### config.mk
export PLATFORM = sky130hd
export DESIGN_NAME = srmc_sleep_regulator_mode_control
export DESIGN_NICKNAME = d
export VERILOG_FILES = /design/src/srmc_sleep_regulator_mode_control.v /design/src/srmc_sync2.v
export VERILOG_INCLUDE_DIRS = /design/src
export SDC_FILE = /design/constraint.sdc
export NUM_CORES = 1
export LEC_CHECK = 0
export ABC_AREA = 1
export BUFFER_PORTS_ARGS = -buffer_cell sky130_fd_sc_hd__buf_2
export CAP_MARGIN = 20
export CORE_MARGIN = 2
export CORE_UTILIZATION = 48
export CTS_BUF_LIST = sky130_fd_sc_hd__clkbuf_4 sky130_fd_sc_hd__clkbuf_8
export CTS_CLUSTER_SIZE = 30
export DETAILED_ROUTE_END_ITERATION = 8
export PLACE_DENSITY = 0.68
export SLEW_MARGIN = 20
export SYNTH_ARGS = -nofsm -noshare
export SYNTH_HDL_FRONTEND = slang
export SYNTH_SLANG_ARGS = --single-unit
### constraint.sdc
create_clock -name core_clk -period 1.7 [get_ports core_clk]
set_clock_uncertainty 0.15 [all_clocks]
set_input_delay 0.085 -clock core_clk [delete_from_list [all_inputs] [get_ports core_clk]]
set_output_delay 0.085 -clock core_clk [all_outputs]
set_load 0.01 [all_outputs]
### src/srmc_defines.vh
// constants for the sleep regulator mode control block
`ifndef SRMC_DEFINES_VH
`define SRMC_DEFINES_VH

// sequencer states
`define SRMC_ST_RUN    2'h0
`define SRMC_ST_SLEEP  2'h1
`define SRMC_ST_WAKE   2'h2

// stabilisation time in ns and clock period in ns
`define SRMC_STAB_TIME_NS   2000
`define SRMC_CLK_PERIOD_NS  10

`define SRMC_CNT_W   16
`define SRMC_CNT_ONE 16'h0001
`define SRMC_CNT_ZERO 16'h0000

`endif

### src/srmc_sleep_regulator_mode_control.v
// sleep-time regulator mode, wake stabilisation and fast oscillator hold
`timescale 1ns/1ns
`default_nettype none
`include "srmc_defines.vh"
module srmc_sleep_regulator_mode_control #(
    parameter UNREGULATED = 0,
    parameter STAB_CYCLES = (`SRMC_STAB_TIME_NS + `SRMC_CLK_PERIOD_NS - 1)
                            / `SRMC_CLK_PERIOD_NS
) (
    // clock and reset
    input  wire core_clk,
    input  wire resetn,
    // core sleep control (same clock domain)
    input  wire sleep_req,
    input  wire wake_event,
    output wire core_stall,
    output wire core_asleep,
    // software mode select (same clock domain)
    input  wire sleep_regulator_lowpower_select,
    // peripheral enables (same clock domain)
    input  wire incompat_periph_en,
    input  wire brownout_reset_en,
    input  wire watchdog_timer_en,
    input  wire pin_interrupt_en,
    input  wire external_clocked_timer_en,
    input  wire complementary_waveform_unit_hfosc,
    input  wire numeric_osc_unit_hfosc,
    input  wire configurable_logic_cell_hfosc,
    // analog side (asynchronous)
    input  wire regulator_ready,
    // regulator and oscillator controls
    output wire regulator_lowpower,
    output wire reference_lowpower,
    output wire high_freq_internal_osc_sleep_on
);
    // ----------------------------------------------------------------
    // input synchronisation
    // ----------------------------------------------------------------
    wire ready_sync;

    srmc_sync2 #(
        .W (1)
    ) u_ready_sync (
        .core_clk (core_clk),
        .resetn   (resetn),
        .d        (regulator_ready),
        .q        (ready_sync)
    );

    // ----------------------------------------------------------------
    // constants
    // ----------------------------------------------------------------
    localparam [1:0]             ST_RUN    = `SRMC_ST_RUN;
    localparam [1:0]             ST_SLEEP  = `SRMC_ST_SLEEP;
    localparam [1:0]             ST_WAKE   = `SRMC_ST_WAKE;
    localparam [`SRMC_CNT_W-1:0] STAB_LOAD = STAB_CYCLES[`SRMC_CNT_W-1:0];
    // regulated part: low power is a choice and costs a wake delay
    localparam [0:0]             REGULATED = (UNREGULATED == 0) ? 1'h1 : 1'h0;

    // ----------------------------------------------------------------
    // low-power permission
    // ----------------------------------------------------------------
    // the benign set (brown-out, watchdog, pins, ext timer) never blocks
    // low power, so those enables are ORed with a constant 1 and cannot change the term
    wire benign_only = brownout_reset_en | watchdog_timer_en
                     | pin_interrupt_en | external_clocked_timer_en
                     | 1'h1;
    wire lp_allowed  = ~REGULATED |
                       (sleep_regulator_lowpower_select
                        & ~incompat_periph_en
                        & benign_only);
    wire hfosc_hold  = complementary_waveform_unit_hfosc
                     | numeric_osc_unit_hfosc
                     | configurable_logic_cell_hfosc;

    // ----------------------------------------------------------------
    // sleep / wake sequencer
    // ----------------------------------------------------------------
    reg [1:0]             state_r;
    reg [1:0]             state_nxt;
    reg [`SRMC_CNT_W-1:0] cnt_r;
    reg [`SRMC_CNT_W-1:0] cnt_nxt;
    reg                   lp_r;
    reg                   lp_nxt;
    reg                   stab_done;

    // only a low-power sleep on a regulated part pays the wake delay
    wire                  wake_slow = wake_event & lp_r & REGULATED;

    // the stall ends on whichever comes first: synchronised ready or
    // the counter, which is the backstop if ready never rises
    always @* begin
        stab_done = 1'h0;
        if (ready_sync)
            stab_done = 1'h1;
        if (cnt_r == `SRMC_CNT_ONE)
            stab_done = 1'h1;
        if (cnt_r == `SRMC_CNT_ZERO)
            stab_done = 1'h1;
    end

    always @* begin
        state_nxt = state_r;
        case (state_r)
            ST_RUN: begin
                if (sleep_req)
                    state_nxt = ST_SLEEP;
            end
            ST_SLEEP: begin
                if (wake_slow)
                    state_nxt = ST_WAKE;
                else if (wake_event)
                    state_nxt = ST_RUN;
            end
            ST_WAKE: begin
                if (stab_done)
                    state_nxt = ST_RUN;
            end
            default: begin
                state_nxt = ST_RUN;
            end
        endcase
    end

    // limitation: the select is only looked at on sleep entry
    always @* begin
        lp_nxt = lp_r;
        case (state_r)
            ST_RUN: begin
                if (sleep_req)
                    lp_nxt = lp_allowed;
            end
            ST_SLEEP: begin
                // an incompatible peripheral enable appearing mid-sleep on a regulated part pulls the regulator back up
                if (incompat_periph_en && REGULATED)
                    lp_nxt = 1'h0;
                if (wake_event)
                    lp_nxt = 1'h0;
            end
            default: begin
                lp_nxt = 1'h0;
            end
        endcase
    end

    // loaded so that the stall lasts STAB_CYCLES clocks without ready
    always @* begin
        cnt_nxt = cnt_r;
        case (state_r)
            ST_SLEEP: begin
                if (wake_slow)
                    cnt_nxt = STAB_LOAD;
            end
            ST_WAKE: begin
                if (stab_done)
                    cnt_nxt = `SRMC_CNT_ZERO;
                else
                    cnt_nxt = cnt_r - `SRMC_CNT_ONE;
            end
            default: begin
                cnt_nxt = `SRMC_CNT_ZERO;
            end
        endcase
    end

    always @(posedge core_clk) begin
        if (!resetn) begin
            state_r <= ST_RUN;
            cnt_r   <= `SRMC_CNT_ZERO;
            lp_r    <= 1'h0;
        end else begin
            state_r <= state_nxt;
            cnt_r   <= cnt_nxt;
            lp_r    <= lp_nxt;
        end
    end

    // ----------------------------------------------------------------
    // outputs
    // ----------------------------------------------------------------
    reg  regulator_lowpower_r;
    reg  regulator_lowpower_nxt;
    reg  reference_lowpower_r;
    reg  reference_lowpower_nxt;
    reg  hfosc_on_r;
    reg  hfosc_on_nxt;

    // registered from the next state so they move together with core_asleep
    always @* begin
        regulator_lowpower_nxt = 1'h0;
        reference_lowpower_nxt = 1'h0;
        hfosc_on_nxt           = 1'h0;
        if (state_nxt == ST_SLEEP) begin
            regulator_lowpower_nxt = lp_nxt;
            reference_lowpower_nxt = lp_nxt;
            hfosc_on_nxt           = hfosc_hold;
        end
    end

    always @(posedge core_clk) begin
        if (!resetn) begin
            regulator_lowpower_r <= 1'h0;
            reference_lowpower_r <= 1'h0;
            hfosc_on_r           <= 1'h0;
        end else begin
            regulator_lowpower_r <= regulator_lowpower_nxt;
            reference_lowpower_r <= reference_lowpower_nxt;
            hfosc_on_r           <= hfosc_on_nxt;
        end
    end

    assign regulator_lowpower              = regulator_lowpower_r;
    assign reference_lowpower              = reference_lowpower_r;
    assign high_freq_internal_osc_sleep_on = hfosc_on_r;
    assign core_asleep                     = (state_r == ST_SLEEP);
    assign core_stall                      = (state_r == ST_WAKE);
endmodule // srmc_sleep_regulator_mode_control
`default_nettype wire

### src/srmc_sync2.v
// two-flop synchroniser, one bit per lane
`timescale 1ns/1ns
`default_nettype none
module srmc_sync2 #(
    parameter W = 1
) (
    // clock and reset
    input  wire         core_clk,
    input  wire         resetn,
    // data
    input  wire [W-1:0] d,
    output wire [W-1:0] q
);
    reg [W-1:0] meta_r;
    reg [W-1:0] sync_r;

    always @(posedge core_clk) begin
        if (!resetn) begin
            meta_r <= {W{1'b0}};
            sync_r <= {W{1'b0}};
        end else begin
            meta_r <= d;
            sync_r <= meta_r;
        end
    end

    assign q = sync_r;
endmodule // srmc_sync2
`default_nettype wire

-- Yosys cells after proc, flatten, opt, wreduce, memory -nomap -nowiden
Cells that the tools add are included.
- flip-flop bits (word level): 23
- word-level logic and storage cells: 36
- bitwise operators: 5
- muxes and demuxes: 15
- add/subtract/negate cells: 1
- reduce and logical (&&, ||, !) cells: 3
- eq/ne operators: 5
- operators by type and width (kind ; number):
    16-bit two-way mux ; 2
    16-bit one-hot mux with 2 select lines ; 1
    16-bit by 1-bit equality test with 1-bit output, second input constant ; 1
    16-bit logical NOT ; 1
    16-bit by 1-bit subtractor with 16-bit output, second input constant ; 1
    2-bit two-way mux ; 4
    1-bit two-way mux ; 6
    2-bit one-hot mux with 3 select lines ; 1
    2-bit by 1-bit equality test with 1-bit output, second input constant ; 2
    1-bit bitwise AND ; 2
    2-bit equality test, second input constant ; 1
    2-bit logical NOT ; 1
    2-bit by 1-bit != test with 1-bit output, second input constant ; 1
    1-bit bitwise OR ; 2
    1-bit one-hot mux with 2 select lines ; 1
    2-bit AND reduction ; 1
    1-bit inverter ; 1

-- Longest topological paths before layout
Gate-level depths: netlist (run 1).
- depth in word-level cells: 7
- depth in mapped cells: 12
- depth with buffers taken out: 12

-- Modules after synthesis
From an unflattened synthesis (run 1), not the netlist that was laid out.
- cell total of the unflattened synthesis: 206
- area, all modules: 1456.4 sq um
- modules (own cells, without submodules) (module ; cells an instance ; seq. area each (sq um) ; area each (sq um) ; instances):
    srmc_sleep_regulator_mode_control ; 200 ; 420.4 ; 1401.3 ; 1
    srmc_sync2 ; 6 ; 40.0 ; 55.1 ; 1

-- Least setup slack after synthesis (run 1)
No wires, ideal clock.
- path kind: register -> register
- start: register state_r[1]
- end: register cnt_r[6]
- arrival time: 1.411 ns
- clock period less this slack: 1.630 ns
- library setup time: 0.069 ns
- data required time: 1.481 ns
- setup slack: 0.070 ns
- cell stages (with the launch flop): 9
- cell sequence: dfxtp_1 -> inv_1 -> ha_1 -> nand2_1 -> nand2_2 -> nor2_4 -> buf_6 -> nand3_2 -> a21oi_2
- word-level cells in the longest chain between the ends: 2
- elaborated cells between the ends (all ways): 4
- those cells by class: eq/ne (3); mux (1)
- ends and longest elaborated chain (item ; line ; text):
    start, declared ; srmc_sleep_regulator_mode_control.v:79 ; reg [1:0] state_r;
    start signal, assigned ; srmc_sleep_regulator_mode_control.v:172 ; state_r <= state_nxt;
    2-bit by 1-bit equality test with 1-bit output (*) ; - ;
    named net core_asleep ; srmc_sleep_regulator_mode_control.v:17 ; output wire core_asleep,
    16-bit one-hot mux with 2 select lines / 2-bit by 1-bit != test with 1-bit output (equally long branches) ; - ;
    end signal, assigned ; srmc_sleep_regulator_mode_control.v:169 ; cnt_r <= `SRMC_CNT_ZERO;
    end signal, assigned ; srmc_sleep_regulator_mode_control.v:173 ; cnt_r <= cnt_nxt;
    end, declared ; srmc_sleep_regulator_mode_control.v:81 ; reg [`SRMC_CNT_W-1:0] cnt_r;
Mark *: on every way through the listed nets, which the timed path passes. The rest lies on a longest branch.
A chain may end at the register's enable or synchronous reset.

-- Final worst setup path (run 1)
- start: register cnt_r[0]
- end: register cnt_r[2]
- word-level cells in the longest chain between the ends: 5
- elaborated cells between the ends (all ways): 7
- those cells by class: add/sub (1); eq/ne (1); mux (4); reduce/logical (1)
- ends and longest elaborated chain (item ; line ; text):
    parallel branches: the longest is 3 deep, another holds 16-bit by 1-bit subtractor with 16-bit output ; - ;
    16-bit two-way mux (*) ; srmc_sleep_regulator_mode_control.v:155 ; if (stab_done)
    16-bit one-hot mux with 2 select lines (*) ; srmc_sleep_regulator_mode_control.v:149 ; case (state_r)
Mark *: on every way between the ends.

==> results.ini, run 1 <==
[run_status]
outcome=completed

[synthesis]
synth_area_leader_cell=dfxtp_1
synth-xor-area-share=0.02450
synthCells=209
synth.cell_area_mm2=0.001430
synth-simple-area-share=0.3561
synth_top_family_by_area=simple AND/OR/NAND/NOR gates
synth.net_count=230
synth_compound_area_frac=0.1277
synth_top_area_frac=0.3220
synth.area.mux_share=0
synth_cell_types=28
synth_edf_count=0
ys_warn_count=0
yosys.area_share.adder=0.06124
synth_top_cells_by_count=nand2_1, inv_1, nor2_1
synth.avg_cell_area_um2=6.843
synth.area.top_cells=dfxtp_1, nand2_1, inv_1, nor2_1, ha_1
ys_seq_area_frac=0.3220
yosysMostFrequentCell=nand2_1
async_flop_share=0
synth_ff_type=dfxtp_1
synth-seq-cells=23

[final_layout]
nNetsFinal=264
drive_gt1_frac=0.3099
fill_cells=265
antennaDiodeCount=0
area_delta_synth_final_pct=27.38

[critical_path]
setup.worst_path.start_class=register
r2r_slack_ns=0.02
slowest_stage=dfxtp_4
cp.required_ns=1.80
crit_path_end_kind=register
crit_chain=inv_4 > ha_4 > inv_2 > nand2_2 > nand2_1 > nor2_1 > nand2_2 > nand2_4 > nor2_4 > buf_12 > o21ai_2 > a21oi_1
crit_fanout=7
critPathKind=register to register
path_common_cell=nand2_2
crit_path_max_incr_delay_ns=0.40
critPathArrivalTime_ns=1.79

[floorplan]
io_pins=19
die_area_mm2=0.003432
core_mm2=0.002805
num_rows=19
initial_core_util=0.5098
die_x_um=58.59
chipHeight_um=58.59

[route]
drc=0
avgViaCountPerCell=5.018
drt-total-wl_um=3207
dr.pass1.iters=4
ant_nets=0
drtIter0Drc=36
wl_per_cell_um=11.75
vias=1370

[power]
power_frac_seq=0.536
swShare=0.3046
p_int_mw=0.7262
leakagePower_nw=0.8320
switching_power_mw=0.3182
power_density_mw_per_mm2=573.3
p_comb_frac=0.209
ir_worst_vdd_v=0.0004349
design_power_total_mw=1.044
pwr-share-clk=0.255

[timing]
worst_pin_slew_ns=0.2701
finalHoldViolations=0
finalSetupViolations=0
fin_crit_sh=0.9898
setup_ws_ns=0.01734
maxSlewHeadroom=0.8187
fin_crit_ns=1.683
drv_slew=0
rsz0062_at_grt=true
fmax_ghz=0.5943

[clock_network]
clk_path_buf_depth=2
cts_tree=yes
numCtsBuffers=3
cts_sinks=23
cts-root-buf=clkbuf_4
clock_latency_ns=0.32
htree_levels=1
path_clk_slew_ns=0.14

[global_routing]
first_global_vias=1308
grtUsageTotal=0.2043
antenna_found_initial=0
gr-total-overflow=0
grt_pass1_wl_um=5464
grt_max_degree=14

[placement]
io_buffers=14
place_ws_ns=0.03818
place_congestion=0.8132
dp_hpwl_um=2163

[flow_run]
cap_violations=0

[worst_hold_path]
hold_path_class=input port to register

-- layout make-up --
cell class | instances | area, um^2 | share of cell area
clock inverter | 1 | 5.005 | 0.002747
inverter | 34 | 136.4 | 0.07486
clock buffer | 3 | 22.52 | 0.01236
timing repair buffer | 33 | 262.8 | 0.1442
sequential | 23 | 467.9 | 0.2569
multi-input combinational | 148 | 888.4 | 0.4876
tap | 31 | 38.79 | 0.02129
-- routing by layer --
| metal | GRT usage | share of wire | up-vias |
|---|---|---|---|
| li1 | - | - | 719 |
| met1 | 0.2643 | 0.48 | 622 |
| met2 | 0.3563 | 0.47 | 23 |
| met3 | 0.01978 | 0.030 | 6 |
| met4 | 0.06818 | 0.019 | 0 |
| met5 | 0 | 0 | - |
-- metrics by stage --
step	cells	cell area [um^2]	utilization	hold WS, ns	TNS [ns]
after floorplan	209	1430	-	0.02845	0
after global placement	256	1569	0.5593	0.1196	0
after detailed placement	256	1569	0.5593	0.1287	0
after CTS	268	1679	0.5986	0.01933	0
after global routing	273	1822	0.6494	0.07805	-0.4462
final	273	1822	0.6494	0.02544	0
-- power by group through the flow --
stage	clock network (mW)	registers (mW)	logic, mW
floorplan	0	0.572	0.135
global placement	0	0.572	0.190
detailed placement	0	0.572	0.193
CTS	0.272	0.560	0.208
global route	0.295	0.562	0.251
finish	0.267	0.560	0.218
-- sequential cells by signal, summed over array words and instances (netlist names) --
name	flops
lp_r	1
state_r	2
cnt_r	16
high_freq_internal_osc_sleep_on	1
reference_lowpower	1
u_ready_sync.q	1
u_ready_sync.meta_r	1
-- cell usage in the layout (no fill, tap or decap), drive strengths merged --
| cell | netlist | routed |
|---|---|---|
| o21a | 1 | 1 |
| a21boi | 1 | 1 |
| o21ai | 9 | 9 |
| o21bai | 1 | 1 |
| a21oi | 16 | 16 |
| ha | 7 | 7 |
| a32oi | 1 | 1 |
| clkinvlp | 0 | 1 |
| nor3 | 1 | 1 |
| nand2 | 51 | 51 |
| clkbuf | 1 | 4 |
| xnor2 | 1 | 1 |
| nor2 | 32 | 32 |
| dlygate4sd3 | 0 | 8 |
| nand3 | 21 | 21 |
| nand3b | 1 | 1 |
| inv | 34 | 33 |
| dfxtp | 23 | 23 |
| clkinv | 0 | 1 |
| nand4 | 1 | 1 |
| or2 | 1 | 1 |
| xor2 | 3 | 3 |
| buf | 3 | 24 |
-- repair_timing --
item,4_1_cts,5_1_grt
hold buffers,8,0
pin swaps,0,9
gates cloned,0,1
setup buffers,0,4
setup endpoints to repair,1,16
gates resized for setup,2,30
hold endpoints to repair,9,0
-- path summary, 6_finish.rpt --
check                            from            endpoint  cells past startpoint
hold / removal              sleep_req  reference_lowpower                      5
setup reg to reg             cnt_r[0]            cnt_r[2]                     12
setup / recovery             cnt_r[0]            cnt_r[2]                     12
hold reg to reg   u_ready_sync.meta_r      u_ready_sync.q                      2
-- cells by family (layout without fill, tap and decap cells) --
family | after synthesis | after routing
compound gates | 29 | 29
xor+xnor | 4 | 4
fa+ha+maj | 7 | 7
buf+inv | 38 | 71
flops | 23 | 23
simple gates | 108 | 108
-- critical path, delay by kind of cell, from the launching register on --
kind,cells,cell delay [ns]
compound gates,2,0.21
fa+ha+maj,1,0.15
buf+inv,3,0.24
flops,1,0.40
simple gates,6,0.48
No activity file was read; power rests on OpenSTA's default activity.
==> inputs of run 2 (changes only) <==
--- a/config.mk
+++ b/config.mk
@@ -15,6 +15,7 @@
 export CTS_CLUSTER_SIZE = 30
 export DETAILED_ROUTE_END_ITERATION = 8
 export PLACE_DENSITY = 0.68
+export SETUP_SLACK_MARGIN = 0.2
 export SLEW_MARGIN = 20
 export SYNTH_ARGS = -nofsm -noshare
 export SYNTH_HDL_FRONTEND = slang
==> results.ini, run 2 (synthesized netlist as in run 1, its figures left out) <==
[run_status]
outcome=completed  ; unchanged

[floorplan]
chipHeight_um=58.59  ; unchanged
die_x_um=58.59  ; unchanged
num_rows=19  ; unchanged
initial_core_util=0.5098  ; unchanged
core_mm2=0.002805  ; unchanged
die_area_mm2=0.003432  ; unchanged
io_pins=19  ; unchanged

[critical_path]
cp-startpoint=cnt_r[0]  ; unchanged
setup.worst_path.start_class=register  ; unchanged
crit_path_end_kind=register  ; unchanged
r2r_start=cnt_r[0]  ; unchanged
cp.required_ns=1.81  ; was 1.80 ns
critPathArrivalTime_ns=1.78  ; was 1.79 ns
crit_fanout=6  ; was 7
critPathKind=register to register  ; unchanged

[final_layout]
largest_reg_flops=16  ; unchanged
drive_gt1_frac=0.3427  ; was 0.3099
multiInputGateArea_um2=890.9  ; was 888.4 um^2
max_flop_register=cnt_r  ; unchanged
final_cell_mix=nand2_1, inv_1, nor2_1  ; unchanged
fill_cells=236  ; was 265
nNetsFinal=270  ; was 264
final_core_util=0.6682  ; was 0.6494
final_common_cell=nand2_1  ; unchanged
top_regs=cnt_r: 16 flops, state_r: 2 flops  ; unchanged
seq_area_um2=470.5  ; was 467.9 um^2
antennaDiodeCount=0  ; unchanged
area_delta_synth_final_pct=31.06  ; was 27.38%

[timing]
finalSetupViolations=0  ; unchanged
finalHoldViolations=0  ; unchanged
fmax_ghz=0.5994  ; was 0.5943 GHz
tns_ns=0  ; unchanged
fin_crit_ns=1.668  ; was 1.683 ns
maxSlewHeadroom=0.8482  ; was 0.8187
fin_crit_sh=0.9814  ; was 0.9898
rsz0062_at_grt=true  ; unchanged
drv_slew=0  ; unchanged
setup_ws_ns=0.03157  ; was 0.01734 ns
worst_pin_slew_ns=0.2272  ; was 0.2701 ns

[power]
leakagePower_nw=0.8565  ; was 0.8320 nW
power_density_mw_per_mm2=565.5  ; was 573.3 mW/mm^2
ir_worst_vdd_v=0.0003283  ; was 0.0004349 V
design_power_total_mw=1.060  ; was 1.044 mW

[clock_network]
cts_tree=yes  ; unchanged
numCtsBuffers=3  ; unchanged
path_clk_slew_ns=0.13  ; was 0.14 ns
clk_path_buf_depth=2  ; unchanged
cts-root-buf=clkbuf_4  ; unchanged
clock_latency_ns=0.31  ; was 0.32 ns
htree_levels=1  ; unchanged
cts_sinks=23  ; unchanged

[route]
drc=0  ; unchanged
ant_nets=0  ; unchanged
vias=1394  ; was 1370
wl_per_cell_um=11.88  ; was 11.75 um
drtIter0Drc=83  ; was 36
drt-total-wl_um=3314  ; was 3207 um
dr.pass1.iters=4  ; unchanged
avgViaCountPerCell=4.996  ; was 5.018

[placement]
place_congestion=0.7946  ; was 0.8132
dp_hpwl_um=2112  ; was 2163 um
place_ws_ns=0.06290  ; was 0.03818 ns
io_buffers=14  ; unchanged

[global_routing]
grtUsageTotal=0.1921  ; was 0.2043
gr-total-overflow=0  ; unchanged
antenna_found_initial=0  ; unchanged
grt_max_degree=15  ; was 14
grt_pass1_wl_um=5195  ; was 5464 um
first_global_vias=1224  ; was 1308

[flow_run]
cap_violations=0  ; unchanged

[worst_hold_path]
min_from=wake_event  ; was sleep_req
hold_path_class=input port to register  ; unchanged

-- run 2: cell count changes in the layout (fill, tap and decap cells not counted), sizes merged --
cell	previous run	this run
buf	24	31
clkbuf	4	5
clkinv	1	0
dlygate4sd3	8	7
-- run 2: cell type report --
| type | count | share of cell area |
|---|---|---|
| flip-flops and latches | 23 | 0.2510 |
| multi-input cells | 148 | 0.4753 |
| inverters | 34 | 0.07410 |
| clock buffers | 4 | 0.01602 |
| well taps | 31 | 0.02069 |
| repair buffers | 39 | 0.1629 |
-- run 2: layer usage --
metal	part of all wire	track usage	wire, um	vias to the layer above
li1	-	-	-	732
met1	0.46	0.2429	1531	633
met4	0.013	0.04221	44	0
met2	0.50	0.3515	1659	23
met3	0.024	0.01978	79	6
met5	0	0	0	-
-- run 2: power by group --
| part | switching [mW] | total [mW] | internal, mW | leakage, nW |
|---|---|---|---|---|
| Sequential | 0.0112 | 0.562 | 0.551 | 0.189 |
| Combinational | 0.132 | 0.226 | 0.0932 | 0.649 |
| Clock | 0.165 | 0.272 | 0.107 | 0.0184 |
-- run 2: what timing repair did --
action,CTS,global route
hold endpoints to repair,7,0
pin swaps,3,8
endpoints found under the setup margin,19,20
gates cloned,0,1
resized for setup,16,15
hold buffers,7,0
setup buffers,7,5
-- run 2: through the flow --
stage | hold slack [ns] | instance area (um^2) | std cells
3_3_place_gp | 0.1239 | 1569 | 255
3_5_place_dp | 0.1227 | 1569 | 255
4_1_cts | 0.007074 | 1772 | 273
5_1_grt | 0.05536 | 1874 | 279
2_1_floorplan | 0.02845 | 1438 | 209
6_report | 0.006100 | 1874 | 279
-- run 2: worst paths after layout --
kind	slack, ns	cells after the start	endpoint
worst min-delay path	0.006	4	state_r[0]
worst min register to register	0.28	2	u_ready_sync.q
worst max-delay path	0.03	12	cnt_r[14]
worst max register to register	0.03	12	cnt_r[14]
-- run 2: worst max-delay path, stage by stage (launching register included) --
cell and delay [ns]:
dfxtp_2 0.39, inv_4 0.05, ha_4 0.15, inv_2 0.05, nand2_2 0.05, nand2_1 0.05
nor2_1 0.04, nand2_2 0.09, nand2_4 0.08, nor2_4 0.18, clkbuf_16 0.18, nand3_2 0.06
a21oi_2 0.11
==> inputs of run 3 (changes only) <==
--- a/config.mk
+++ b/config.mk
@@ -10,11 +10,11 @@
 export BUFFER_PORTS_ARGS = -buffer_cell sky130_fd_sc_hd__buf_2
 export CAP_MARGIN = 20
 export CORE_MARGIN = 2
-export CORE_UTILIZATION = 48
+export CORE_UTILIZATION = 59
 export CTS_BUF_LIST = sky130_fd_sc_hd__clkbuf_4 sky130_fd_sc_hd__clkbuf_8
 export CTS_CLUSTER_SIZE = 30
 export DETAILED_ROUTE_END_ITERATION = 8
-export PLACE_DENSITY = 0.68
+export PLACE_DENSITY = 0.81
 export SETUP_SLACK_MARGIN = 0.2
 export SLEW_MARGIN = 20
 export SYNTH_ARGS = -nofsm -noshare
==> results.ini, run 3 (synthesized netlist as in run 1, its figures left out) <==
[run_status]
outcome=complete, but fails checks  ; was completed
violations=negative setup slack

[route]
avgViaCountPerCell=6.125  ; was 4.996
dr.pass1.iters=5  ; was 4
ant_nets=0  ; unchanged
drt-total-wl_um=5260  ; was 3314 um
wl_per_cell_um=18.72  ; was 11.88 um
drtIter0Drc=140  ; was 83
vias=1721  ; was 1394
drc=0  ; unchanged

[final_layout]
drive_gt1_frac=0.3874  ; was 0.3427
max_flop_register=cnt_r  ; unchanged
top_regs=cnt_r: 16 flops, state_r: 2 flops  ; unchanged
largest_reg_flops=16  ; unchanged
fill_cells=102  ; was 236
area_delta_synth_final_pct=38.23  ; was 31.06%
final_core_util=0.8768  ; was 0.6682
multiInputGateArea_um2=947.2  ; was 890.9 um^2
final_cell_mix=nand2_1, inv_1, nor2_1  ; unchanged
final_common_cell=nand2_1  ; unchanged
nNetsFinal=275  ; was 270
antennaDiodeCount=0  ; unchanged
seq_area_um2=467.9  ; was 470.5 um^2

[timing]
finalSetupViolations=16  ; was 0
rsz0062_at_grt=true  ; unchanged
drv_slew=0  ; unchanged
whs_ns=0.08863  ; was 0.006100 ns
fin_crit_ns=1.811  ; was 1.668 ns
setup_ws_ns=-0.1113  ; was 0.03157 ns
worst_pin_slew_ns=0.4301  ; was 0.2272 ns
fmax_ghz=0.5521  ; was 0.5994 GHz
finalHoldViolations=0  ; unchanged
maxSlewHeadroom=0.7103  ; was 0.8482
fin_crit_sh=1.065  ; was 0.9814

[placement]
place_congestion=0.8990  ; was 0.7946
dp_hpwl_um=2257  ; was 2112 um
io_buffers=14  ; unchanged

[clock_network]
clock_latency_ns=0.34  ; was 0.31 ns
numCtsBuffers=3  ; unchanged
cts_tree=yes  ; unchanged
cts-root-buf=clkbuf_4  ; unchanged
htree_levels=1  ; unchanged
path_clk_slew_ns=0.15  ; was 0.13 ns
clk_path_buf_depth=2  ; unchanged
cts_sinks=23  ; unchanged

[power]
swShare=0.3418  ; was 0.2911
power_density_mw_per_mm2=572.5  ; was 565.5 mW/mm^2
p_comb_frac=0.244  ; was 0.213
leakagePower_nw=0.9049  ; was 0.8565 nW
switching_power_mw=0.3868  ; was 0.3085 mW
ir_worst_vdd_v=0.0005456  ; was 0.0003283 V
power_frac_seq=0.499  ; was 0.530
pwr-share-clk=0.257  ; about the same
p_int_mw=0.7450  ; was 0.7513 mW

[critical_path]
reg2regPathDepth=13  ; was 12
crit_chain=inv_4 > ha_4 > inv_2 > nand2_2 > nand2_2 > nor2_4 > nand2_2 > nand2_4 > nor2_4 > buf_6 > buf_16 > nand2_1 > a21oi_1  ; was inv_4 > ha_4 > inv_2 > nand2_2 > nand2_1 > nor2_1 > nand2_2 > nand2_4 > nor2_4 > clkbuf_16 > nand3_2 > a21oi_2
critPathArrivalTime_ns=1.94  ; was 1.78 ns
crit_fanout=4  ; was 6
crit_path_end_kind=register  ; unchanged
crit_path_max_incr_delay_ns=0.40  ; was 0.39 ns
critPathKind=register to register  ; unchanged
critPathTopFamily=simple AND/OR/NAND/NOR gates  ; unchanged
setup.worst_path.start_class=register  ; unchanged
slowest_stage=dfxtp_4  ; was dfxtp_2
crit_cells=13  ; was 12
worst-path-buf-inv=4  ; was 3
cp.required_ns=1.83  ; was 1.81 ns
path_common_cell=nand2_2  ; unchanged

[global_routing]
grt_pass1_wl_um=5927  ; was 5195 um
grt_max_degree=14  ; was 15
first_global_vias=1403  ; was 1224
antenna_found_initial=0  ; unchanged
gr-total-overflow=0  ; unchanged
grtUsageTotal=0.2937  ; was 0.1921

[floorplan]
io_pins=19  ; unchanged
die_x_um=53.24  ; was 58.59 um
initial_core_util=0.6343  ; was 0.5098
chipHeight_um=53.24  ; was 58.59 um
core_mm2=0.002255  ; was 0.002805 mm^2
num_rows=17  ; was 19
die_area_mm2=0.002834  ; was 0.003432 mm^2

[worst_hold_path]
hold_path_class=input port to register  ; unchanged
hold_path_depth=6  ; was 4

[flow_run]
cap_violations=0  ; unchanged

run 3: cell count changes in the layout (fill, tap and decap cells not counted), sizes merged:
| cell | delta |
|---|---|
| buf | +5 |
| clkbuf | -2 |
| dlygate4sd3 | +1 |
| clkinv | +1 |
run 3: worst register-to-register path: cells and delay by family, from the launching register on:
family                     cells  cell delay, ns
adders and majority gates      1            0.16
DFF                            1            0.40
AOI/OAI and AO/OA              1            0.15
and+or+nand+nor                7            0.55
buffers and inverters          4            0.34
run 3: power by group through the flow:
stage                     Sequential, mW  Clock [mW]  Combinational [mW]
after global placement             0.572           0               0.180
final                              0.565       0.291               0.276
after detailed placement           0.572           0               0.188
after floorplan                    0.572           0               0.137
after global routing               0.565       0.305               0.286
after CTS                          0.562       0.268               0.222
run 3: final cells by class:
class                      count  share of cell area
timing repair buffer          44              0.1835
sequential                    23              0.2367
clock buffer                   3             0.01139
tap                           28             0.01772
inverter                      34             0.06899
clock inverter                 1            0.002532
multi-input combinational    148              0.4791
run 3: per-layer routing:
metal | track usage | wire [um]
met5 | 0 | 0
met4 | 0.1795 | 484
met3 | 0.04237 | 431
met2 | 0.5226 | 2438
met1 | 0.3229 | 1906
run 3: path summary, 6_finish.rpt:
path              slack (ns)                start             end
hold / removal          0.09            sleep_req      state_r[1]
hold reg to reg         0.35  u_ready_sync.meta_r  u_ready_sync.q
setup / recovery       -0.11             cnt_r[0]        cnt_r[8]
setup reg to reg       -0.11             cnt_r[0]        cnt_r[8]
run 3: stage by stage:
step	instance area, um^2	worst slack (ns)	setup TNS (ns)	std cells	power, mW
after floorplan	1438	0.1996	0	209	0.7091
after global placement	1550	0.05805	0	250	0.7522
after detailed placement	1550	0.01508	0	250	0.7603
after CTS	1831	0.04328	0	278	1.053
after global routing	1977	-0.1196	-1.349	281	1.156
final	1977	-0.1113	-0.8682	281	1.132
run 3: timing repair:
action                                  4_1_cts  5_1_grt
gates cloned                                  1        0
hold endpoints to repair                      8        0
gates resized for setup                      13       37
buffers inserted                             15        3
endpoints found under the setup margin       19       21
pin swaps                                     4        8
hold buffers                                  8        0
